[src/verilog/splpm_pkg.sv]
// Constants for the downstream split control and power management capability registers
package splpm_pkg;

   ////////////////////////////////////////////////////////////////////////////////
   // Register bus
   localparam int unsigned ADDR_W = 12;
   localparam int unsigned DATA_W = 32;
   localparam logic [11:0] DOWN_SPLIT_CTRL_OFFSET = 12'h08c;
   localparam logic [11:0] PM_CAP_HDR_OFFSET = 12'h0a0;
   localparam logic [31:0] UNMAPPED_READ_VALUE = 32'h0000_0000;

   ////////////////////////////////////////////////////////////////////////////////
   // downstream_split_control fields
   localparam int unsigned COMMIT_LIMIT_LSB = 16;
   localparam int unsigned COMMIT_LIMIT_MSB = 31;
   localparam int unsigned COMMIT_LIMIT_W = 16;
   localparam int unsigned CAPACITY_LSB = 0;
   localparam int unsigned CAPACITY_MSB = 15;
   localparam logic [15:0] COMPLETION_BUFFER_CAPACITY = 16'h0004;
   localparam logic [15:0] COMMIT_LIMIT_RESET = COMPLETION_BUFFER_CAPACITY;
   localparam logic [31:0] DOWN_SPLIT_CTRL_RESET = 32'h0004_0004;

   ////////////////////////////////////////////////////////////////////////////////
   // power_mgmt_capability_header fields
   localparam int unsigned WAKE_MASK_LSB = 27;
   localparam int unsigned WAKE_MASK_MSB = 31;
   localparam int unsigned WAKE_MASK_W = 5;
   localparam logic [4:0] WAKE_MASK_RESET = 5'h0f;
   localparam int unsigned SECOND_LP_FLAG_BIT = 26;
   localparam int unsigned FIRST_LP_FLAG_BIT = 25;
   localparam int unsigned AUX_DRAW_LSB = 22;
   localparam int unsigned AUX_DRAW_MSB = 24;
   localparam int unsigned SPECIAL_INIT_BIT = 21;
   localparam int unsigned RESERVED_BIT = 20;
   localparam int unsigned WAKE_CLOCK_BIT = 19;
   localparam int unsigned PM_REVISION_LSB = 16;
   localparam int unsigned PM_REVISION_MSB = 18;
   localparam int unsigned NEXT_LINK_LSB = 8;
   localparam int unsigned NEXT_LINK_MSB = 15;
   localparam int unsigned CAPABILITY_IDENTIFIER_LSB = 0;
   localparam int unsigned CAPABILITY_IDENTIFIER_MSB = 7;
   localparam logic [0:0] SECOND_LP_FLAG_VALUE = 1'h0;
   localparam logic [0:0] FIRST_LP_FLAG_VALUE = 1'h0;
   localparam logic [2:0] AUX_DRAW_VALUE = 3'h0;
   localparam logic [0:0] SPECIAL_INIT_VALUE = 1'h0;
   localparam logic [0:0] RESERVED_VALUE = 1'h0;
   localparam logic [0:0] WAKE_CLOCK_VALUE = 1'h0;
   localparam logic [2:0] PM_REVISION_VALUE = 3'h3;
   localparam logic [7:0] NEXT_LINK_VALUE = 8'hc0;
   localparam logic [7:0] CAPABILITY_IDENTIFIER_VALUE = 8'h01;
   localparam logic [31:0] PM_CAP_HDR_RESET = 32'h7803_c001;

endpackage

[src/verilog/splpm_field_reg.sv]
// Loadable field register with a constant reset value
`timescale 1ns/1ps
module splpm_field_reg
#(
   parameter int unsigned W = 16,
   parameter logic [W-1:0] RESET_VALUE = '0
)
(
   input wire logic clock,
   input wire logic reset_n,
   input wire logic loadEn,
   input wire logic [W-1:0] loadData,
   output logic [W-1:0] value
);

   ////////////////////////////////////////////////////////////////////////////////
   // Storage
   logic [W-1:0] value_q;
   logic [W-1:0] value_d;

   assign value_d = loadEn ? loadData : value_q;
   assign value = value_q;

   always_ff @(posedge clock or negedge reset_n)
   begin
      if (!reset_n)
      begin
         value_q <= RESET_VALUE;
      end
      else
      begin
         value_q <= value_d;
      end
   end

endmodule

[src/verilog/splpm_regs.sv]
// Downstream split control and power management capability header registers
`timescale 1ns/1ps

module splpm_regs
(
   input wire logic clock,
   input wire logic reset_n,
   input wire logic [11:0] regAddr,
   input wire logic [31:0] regWrData,
   input wire logic regWrite,
   input wire logic regRead,
   output logic [31:0] regRdData,
   input wire logic eepromWakeValid,
   input wire logic [4:0] eepromWakeMask,
   output logic [15:0] requestCommitLimit,
   output logic [4:0] wakeEventStateMask
);

   ////////////////////////////////////////////////////////////////////////////////
   // Address decode
   wire hitSplitCtrl;
   wire hitPmCap;
   wire writeSplitCtrl;
   wire readSplitCtrl;
   wire readPmCap;
   wire writePmCap;

   assign hitSplitCtrl = (regAddr == splpm_pkg::DOWN_SPLIT_CTRL_OFFSET);
   assign hitPmCap = (regAddr == splpm_pkg::PM_CAP_HDR_OFFSET);
   assign writeSplitCtrl = regWrite & hitSplitCtrl;
   assign readSplitCtrl = regRead & hitSplitCtrl;
   assign readPmCap = regRead & hitPmCap;
   assign writePmCap = regWrite & hitPmCap;

   ////////////////////////////////////////////////////////////////////////////////
   // Commitment limit, loaded by software writes
   wire [15:0] commitLimitIn;
   logic [15:0] commitLimit;

   // Only the upper half is writable; capacity bits of the write are dropped
   assign commitLimitIn =
      regWrData[splpm_pkg::COMMIT_LIMIT_MSB:splpm_pkg::COMMIT_LIMIT_LSB];

   splpm_field_reg
   #(
      .W(16),
      .RESET_VALUE(splpm_pkg::COMMIT_LIMIT_RESET)
   )
   uCommitLimit
   (
      .clock(clock),
      .reset_n(reset_n),
      .loadEn(writeSplitCtrl),
      .loadData(commitLimitIn),
      .value(commitLimit)
   );

   ////////////////////////////////////////////////////////////////////////////////
   // Wake-event state mask, loaded from the EEPROM loader
   logic [4:0] wakeMask;

   splpm_field_reg
   #(
      .W(5),
      .RESET_VALUE(splpm_pkg::WAKE_MASK_RESET)
   )
   uWakeMask
   (
      .clock(clock),
      .reset_n(reset_n),
      .loadEn(eepromWakeValid),
      .loadData(eepromWakeMask),
      .value(wakeMask)
   );

   assign requestCommitLimit = commitLimit;
   assign wakeEventStateMask = wakeMask;

   ////////////////////////////////////////////////////////////////////////////////
   // Read words
   wire [31:0] splitCtrlWord;
   wire [31:0] pmCapWord;
   wire [31:0] readWord;

   assign splitCtrlWord = {commitLimit, splpm_pkg::COMPLETION_BUFFER_CAPACITY};

   assign pmCapWord = {
      wakeMask,
      splpm_pkg::SECOND_LP_FLAG_VALUE,
      splpm_pkg::FIRST_LP_FLAG_VALUE,
      splpm_pkg::AUX_DRAW_VALUE,
      splpm_pkg::SPECIAL_INIT_VALUE,
      splpm_pkg::RESERVED_VALUE,
      splpm_pkg::WAKE_CLOCK_VALUE,
      splpm_pkg::PM_REVISION_VALUE,
      splpm_pkg::NEXT_LINK_VALUE,
      splpm_pkg::CAPABILITY_IDENTIFIER_VALUE
   };

   assign readWord = readSplitCtrl ? splitCtrlWord :
                     readPmCap ? pmCapWord :
                     splpm_pkg::UNMAPPED_READ_VALUE;

   ////////////////////////////////////////////////////////////////////////////////
   // Read data, valid only in the cycle after the strobe
   logic [31:0] rdData_q;
   logic [31:0] rdData_d;

   assign rdData_d = regRead ? readWord : splpm_pkg::UNMAPPED_READ_VALUE;
   assign regRdData = rdData_q;

   always_ff @(posedge clock or negedge reset_n)
   begin
      if (!reset_n)
      begin
         rdData_q <= splpm_pkg::UNMAPPED_READ_VALUE;
      end
      else
      begin
         rdData_q <= rdData_d;
      end
   end

   ////////////////////////////////////////////////////////////////////////////////
   // Helper state for checks
   logic limitWritten_q;
   logic wakeLoaded_q;

   always_ff @(posedge clock or negedge reset_n)
   begin
      if (!reset_n)
      begin
         limitWritten_q <= 1'b0;
         wakeLoaded_q <= 1'b0;
      end
      else
      begin
         limitWritten_q <= limitWritten_q | writeSplitCtrl;
         wakeLoaded_q <= wakeLoaded_q | eepromWakeValid;
      end
   end

   ////////////////////////////////////////////////////////////////////////////////
   // Checks
   AST_LIMIT_WRITE:
   assert property (@(posedge clock) disable iff (!reset_n)
      writeSplitCtrl |=> requestCommitLimit == $past(regWrData[31:16]))
   else
      $error("Commit limit did not take the written value");

   AST_LIMIT_READBACK:
   assert property (@(posedge clock) disable iff (!reset_n)
      (writeSplitCtrl ##1 readSplitCtrl) |=>
         regRdData[31:16] == $past(regWrData[31:16], 2))
   else
      $error("Commit limit read back differs from the last write");

   AST_LIMIT_RESET:
   assert property (@(posedge clock) disable iff (!reset_n)
      !limitWritten_q |-> requestCommitLimit == 16'h0004)
   else
      $error("Commit limit left its reset value without a write");

   AST_CAPACITY_FIXED:
   assert property (@(posedge clock) disable iff (!reset_n)
      readSplitCtrl |=> regRdData[15:0] == 16'h0004)
   else
      $error("Completion buffer capacity did not read 0x0004");

   AST_WAKE_LOAD:
   assert property (@(posedge clock) disable iff (!reset_n)
      (eepromWakeValid ##1 readPmCap) |=>
         regRdData[31:27] == $past(eepromWakeMask, 2))
   else
      $error("Wake mask read back differs from the loaded value");

   AST_WAKE_DEFAULT:
   assert property (@(posedge clock) disable iff (!reset_n)
      (!wakeLoaded_q && readPmCap) |=> regRdData[31:27] == 5'b01111)
   else
      $error("Wake mask default is not 01111");

   AST_LOW_POWER_FLAGS:
   assert property (@(posedge clock) disable iff (!reset_n)
      readPmCap |=> regRdData[26:25] == 2'b00)
   else
      $error("Low-power state flags did not read zero");

   AST_AUX_DRAW:
   assert property (@(posedge clock) disable iff (!reset_n)
      readPmCap |=> regRdData[24:22] == 3'b000)
   else
      $error("Auxiliary draw field did not read zero");

   AST_SPECIAL_INIT:
   assert property (@(posedge clock) disable iff (!reset_n)
      readPmCap |=> !regRdData[21])
   else
      $error("Special initialization flag did not read zero");

   AST_RESERVED_BIT:
   assert property (@(posedge clock) disable iff (!reset_n)
      readPmCap |=> !regRdData[20])
   else
      $error("Reserved bit did not read zero");

   AST_WAKE_CLOCK:
   assert property (@(posedge clock) disable iff (!reset_n)
      readPmCap |=> !regRdData[19])
   else
      $error("Wake clock flag did not read zero");

   AST_PM_REVISION:
   assert property (@(posedge clock) disable iff (!reset_n)
      readPmCap |=> regRdData[18:16] == 3'b011)
   else
      $error("Power management revision did not read 011");

   AST_NEXT_LINK:
   assert property (@(posedge clock) disable iff (!reset_n)
      readPmCap |=> regRdData[15:8] == 8'hc0)
   else
      $error("Following capability link did not read 0xc0");

   AST_CAPABILITY_IDENTIFIER:
   assert property (@(posedge clock) disable iff (!reset_n)
      readPmCap |=> regRdData[7:0] == 8'h01)
   else
      $error("Capability identifier did not read 0x01");

   AST_RO_WRITE_IGNORED:
   assert property (@(posedge clock) disable iff (!reset_n)
      (writePmCap && !eepromWakeValid) |=> $stable(wakeEventStateMask))
   else
      $error("Write to the capability header changed the wake mask");

   AST_READ_ONE_CYCLE:
   assert property (@(posedge clock) disable iff (!reset_n)
      !regRead |=> regRdData == 32'h0000_0000)
   else
      $error("Read data present without a read strobe");

   AST_LIMIT_HOLD:
   assert property (@(posedge clock) disable iff (!reset_n)
      !writeSplitCtrl |=> $stable(requestCommitLimit))
   else
      $error("Commit limit changed without a write");

   AST_LIMIT_READ_CURRENT:
   assert property (@(posedge clock) disable iff (!reset_n)
      readSplitCtrl |=> regRdData[31:16] == $past(requestCommitLimit))
   else
      $error("Commit limit read differs from the limit in use");

   AST_SPLIT_WORD_RESET:
   assert property (@(posedge clock) disable iff (!reset_n)
      (!limitWritten_q && readSplitCtrl) |=>
         regRdData == splpm_pkg::DOWN_SPLIT_CTRL_RESET)
   else
      $error("Split control word did not read its reset value");

   AST_WAKE_HOLD:
   assert property (@(posedge clock) disable iff (!reset_n)
      !eepromWakeValid |=> $stable(wakeEventStateMask))
   else
      $error("Wake mask changed without a load");

   AST_WAKE_FOLLOWS_LOAD:
   assert property (@(posedge clock) disable iff (!reset_n)
      eepromWakeValid |=> wakeEventStateMask == $past(eepromWakeMask))
   else
      $error("Wake mask did not take the loaded value");

   AST_WAKE_READ_CURRENT:
   assert property (@(posedge clock) disable iff (!reset_n)
      readPmCap |=> regRdData[31:27] == $past(wakeEventStateMask))
   else
      $error("Wake mask read differs from the mask in use");

   AST_PM_WORD_RESET:
   assert property (@(posedge clock) disable iff (!reset_n)
      (!wakeLoaded_q && readPmCap) |=>
         regRdData == splpm_pkg::PM_CAP_HDR_RESET)
   else
      $error("Capability header did not read its reset value");

   AST_RO_WRITE_LIMIT_KEPT:
   assert property (@(posedge clock) disable iff (!reset_n)
      (regWrite && !hitSplitCtrl) |=> $stable(requestCommitLimit))
   else
      $error("Write elsewhere changed the commit limit");

   AST_RO_WRITE_MASK_KEPT:
   assert property (@(posedge clock) disable iff (!reset_n)
      (regWrite && !eepromWakeValid) |=> $stable(wakeEventStateMask))
   else
      $error("Register write changed the wake mask");

   AST_UNMAPPED_READ:
   assert property (@(posedge clock) disable iff (!reset_n)
      (regRead && !hitSplitCtrl && !hitPmCap) |=>
         regRdData == splpm_pkg::UNMAPPED_READ_VALUE)
   else
      $error("Unmapped read returned data");

endmodule

[config.mk]
export PLATFORM = sky130hd
export DESIGN_NAME = splpm_regs
export DESIGN_NICKNAME = d
export VERILOG_FILES = /design/src/verilog/splpm_pkg.sv /design/src/verilog/splpm_field_reg.sv /design/src/verilog/splpm_regs.sv
export SDC_FILE = /design/constraint.sdc
export NUM_CORES = 1
export LEC_CHECK = 0
export BUFFER_PORTS_ARGS = -buffer_cell sky130_fd_sc_hd__buf_2
export CAP_MARGIN = 20
export CORE_ASPECT_RATIO = 1.5
export CORE_MARGIN = 5
export CORE_UTILIZATION = 25
export CTS_CLUSTER_SIZE = 20
export DETAILED_ROUTE_END_ITERATION = 7
export GPL_ROUTABILITY_DRIVEN = 0
export PLACE_DENSITY = 0.6
export SLEW_MARGIN = 0
export SYNTH_ARGS = -nofsm -noshare
export SYNTH_HDL_FRONTEND = slang
export SYNTH_SLANG_ARGS = --single-unit
[constraint.sdc]
create_clock -name clock -period 0.8 [get_ports clock]
set_input_delay 0.08 -clock clock [delete_from_list [all_inputs] [get_ports clock]]
set_output_delay 0.08 -clock clock [all_outputs]
set_load 0.02 [all_outputs]
==> out/qor.txt <==
GRT
--------------------------------------------------------------------------------------------------
Maximum number of pins on one net before global-route repair ........................           40
Number of antenna violations at the first check in global routing ...................            0
Global-route wire length before repair ..............................................      6.38 mm
GRT Util Overall ....................................................................       0.0996
Number of global-route vias before repair ...........................................         1282
Grt ovf .............................................................................            0

FLOORPLANNING
--------------------------------------------------------------------------------------------------
Die span in x .......................................................................      76.0 µm
Initial standard-cell utilization of the core .......................................        0.254
Number of rows created at floorplan .................................................           36
Count of boundary I/O pins ..........................................................          107
Placeable core area .................................................................     6440 µm²
Vertical extent of the die ..........................................................       109 µm
Total die area ......................................................................     8290 µm²

CELLS AND AREA
--------------------------------------------------------------------------------------------------
Area taken by flip-flops and latches ................................................      983 µm²
Final non-filler cell area ..........................................................     2870 µm²
Most frequent standard cell in the layout excluding fill and tap cells ..............        buf_6
Count of antenna diodes in the layout ...............................................            0
Area grow syn2layout ................................................................        75.4%
Nets ................................................................................          279
Number of filler instances in the final layout ......................................          606
Most frequent cells in the layout ................................................... buf_6, buf_2, dfrtp_1
Fraction of final layout cells sized beyond drive strength 1 ........................        0.712
Area of the multi-input gates .......................................................      622 µm²

POWER AND IR DROP
--------------------------------------------------------------------------------------------------
IR Drop Worst-Case VDD ..............................................................       782 µV
Switching Fraction ..................................................................        0.243
Power density over the cells ........................................................  1320 nW/µm²
Proportion of power drawn by combinational gates ....................................        0.124
Net switching power .................................................................       922 µW
Relative contribution of sequential cells to total power ............................        0.538
Lkg Pwr .............................................................................      1.47 nW
Proportion of power drawn by the clock network ......................................        0.338
Internal Power ......................................................................      2.88 mW
Final total power ...................................................................      3.80 mW

WORST HOLD PATH
--------------------------------------------------------------------------------------------------
End of the worst hold path .......................................................... uCommitLimit.value[1]$_DFFE_PN0P_
Hold path startpoint ................................................................ regWrData[17]
Type of the most critical hold path .................................................       in2reg
Cell depth of the worst min-delay path ..............................................            2

DRT
--------------------------------------------------------------------------------------------------
Average wire length per cell after detail routing ...................................      14.5 µm
Antenna Violating Nets Remaining ....................................................            0
Vias per Instance ...................................................................         4.08
Final routed wirelength across all metal layers .....................................      4.38 mm
DRC violation count after routing ...................................................            0
Number of iterations in the first detailed-routing pass .............................            2
Total via count in the routed design ................................................         1232
1st-iter DRT viols ..................................................................           34

STATUS
--------------------------------------------------------------------------------------------------
Result of the run ................................................................... finished, violations left
Violations in the final reports ..................................................... negative setup slack

LOGIC SYNTHESIS
--------------------------------------------------------------------------------------------------
Instance count of the mapped netlist ................................................          107
Sequential cell area fraction in the yosys report ...................................        0.601
Avg Synthesized Cell Area ...........................................................     15.3 µm²
Post-synthesis sequential element count .............................................           39
Netlist area before placement .......................................................     1640 µm²
Post-synthesis cell type count ......................................................           20
Synth warnings ......................................................................            0

CLOCK TREE
--------------------------------------------------------------------------------------------------
Clk Latency, worst-skew pair ........................................................      0.28 ns
Cts bufs inserted ...................................................................            5
Clock transition time at the flip-flop clock pins of the worst setup and hold paths .      0.08 ns
Maximum buffer depth of the clock tree ..............................................            2
Clk sink count ......................................................................           39
Maximum level of the CTS H-tree .....................................................            2
CTS tree ............................................................................          yes
Root buffer cell ....................................................................     clkbuf_8

WORST SETUP PATH
--------------------------------------------------------------------------------------------------
Data arrival time of the critical path ..............................................      1.60 ns
Slowest library cell on the worst path ..............................................        or4_4
CP peak stage delay .................................................................      0.54 ns
Crit Path Category ..................................................................       in2reg
Bufs and invs on worst path .........................................................            3
Required arrival time at the worst endpoint .........................................      0.97 ns
Start of the worst register-to-register path ........................................ uCommitLimit.value[13]$_DFFE_PN0P_
Critical-path maximum fanout ........................................................            8
CP delay by family, top ............................................................. simple AND/OR/NAND/NOR gates
Worst-case register-to-register setup slack .........................................     -0.12 ns
Worst Setup Start Kind ..............................................................    input pin
Depth of the worst register-to-register path ........................................            2
Crit-path cells ..................................................................... buf_6 -> or4_4 -> nor4_4 -> buf_4 -> clkbuf_16 -> mux2_4
Endpoint class of the critical path .................................................         flop
Endpoint of the worst register-to-register path ..................................... uCommitLimit.value[13]$_DFFE_PN0P_

STA
--------------------------------------------------------------------------------------------------
Worst hold slack after final layout .................................................    0.0203 ns
Maximum clock frequency .............................................................      703 MHz
Final number of setup-violating endpoints ...........................................           80
Worst setup margin ..................................................................    -0.623 ns
Period Utilization, post-route ......................................................         1.78
Fin Clk Skew ........................................................................   0.00385 ns
Min Tclk post-route .................................................................      1.42 ns
Setup repair after global routing missed its margin .................................          yes
Max-slew violation count ............................................................            0
Count of endpoints failing hold in the final timing report ..........................            0

FLOW RUN
--------------------------------------------------------------------------------------------------
Number of max-cap violations ........................................................            0

PLACED DESIGN
--------------------------------------------------------------------------------------------------
Half-perimeter wire length after detailed placement .................................      2.85 mm
Cell area after placement ...........................................................     2160 µm²
PortBufs ............................................................................           78

## metal layers
| metal | track usage | vias up | wire [µm] |
|---|---|---|---|
| met5 | 0 | - | 0 |
| met4 | 0.0420 | 0 | 66 |
| met3 | 0.0322 | 5 | 290 |
| met2 | 0.183 | 48 | 2430 |
| met1 | 0.103 | 597 | 1600 |
| li1 | - | 582 | - |
## repair_timing
action,in CTS,in global routing
endpoints found under the hold margin,39,0
setup buffers,22,3
cloned,2,1
resized for setup,92,20
pin swaps,6,8
hold buffers,1,0
endpoints found under the setup margin,75,79
## through the flow
step                      cells  worst slack (ns)   util  TNS [ns]
after global placement      266            -0.923  0.335    -28.25
after detailed placement    266            -0.939  0.335    -28.64
after CTS                   299            -0.633  0.430    -24.12
after floorplan             118             -1.02      -    -28.20
after global routing        302            -0.643  0.445    -25.62
final                       302            -0.623  0.445    -23.35
## cells by family after synthesis
kind of cell / Yosys count / synth area share
other: 1 / 0.00229
and+or+nand+nor: 19 / 0.105
buffers and inverters: 20 / 0.0872
muxes: 21 / 0.168
AOI/OAI and AO/OA: 7 / 0.0375
DFF: 39 / 0.601
## power groups by stage
stage	logic [mW]	clock network, mW	registers [mW]
after global placement	0.342	0	2.08
after detailed placement	0.348	0	2.08
final	0.472	1.28	2.04
after global routing	0.509	1.43	2.05
after CTS	0.440	1.37	2.04
after floorplan	0.149	0	2.11
## flip-flops by register name, indices dropped and copies added (netlist names)
name / cells
uCommitLimit.value: 16
uWakeMask.value: 5
regRdData: 18
## cells in the mapped netlist
library cell  number  area, µm²
a22o_1             5       43.8
a2bb2oi_1          2       17.5
and2_1             9       56.3
buf_2              3       15.0
buf_4             14        105
buf_8              1       15.0
conb_1             1       3.75
dfrtp_1           34        851
dfstp_2            5        131
inv_1              2       7.51
mux2_2            11        124
mux2_4            10        150
nand3b_1           1       7.51
nand4b_1           2       17.5
nor4_1             1       6.26
nor4_2             1       12.5
nor4_4             2       42.5
or4_1              1       7.51
or4b_1             1       10.0
or4bb_1            1       11.3
## worst max path at each step
stage | start | to | slack (ns) | cells past startpoint
2_1_floorplan | regAddr[6] | uCommitLimit.value[0]$_DFFE_PN0P_ | -1.02 | 5
3_3_place_gp | regAddr[11] | uCommitLimit.value[7]$_DFFE_PN0P_ | -0.92 | 5
3_5_place_dp | regAddr[11] | uCommitLimit.value[7]$_DFFE_PN0P_ | -0.94 | 5
4_1_cts | regAddr[6] | uCommitLimit.value[7]$_DFFE_PN0P_ | -0.63 | 5
5_1_grt | regAddr[0] | uCommitLimit.value[12]$_DFFE_PN0P_ | -0.64 | 6
6_report | regAddr[0] | uCommitLimit.value[4]$_DFFE_PN0P_ | -0.62 | 6
## final cells by class
class,count,area share
Clock buffer,6,0.0253
Clock inverter,2,0.00436
Inverter,2,0.00262
Multi-Input combinational cell,59,0.217
Sequential cell,39,0.343
Tap cell,76,0.0332
Timing Repair Buffer,118,0.375
(Power assumes the default switching activity.)
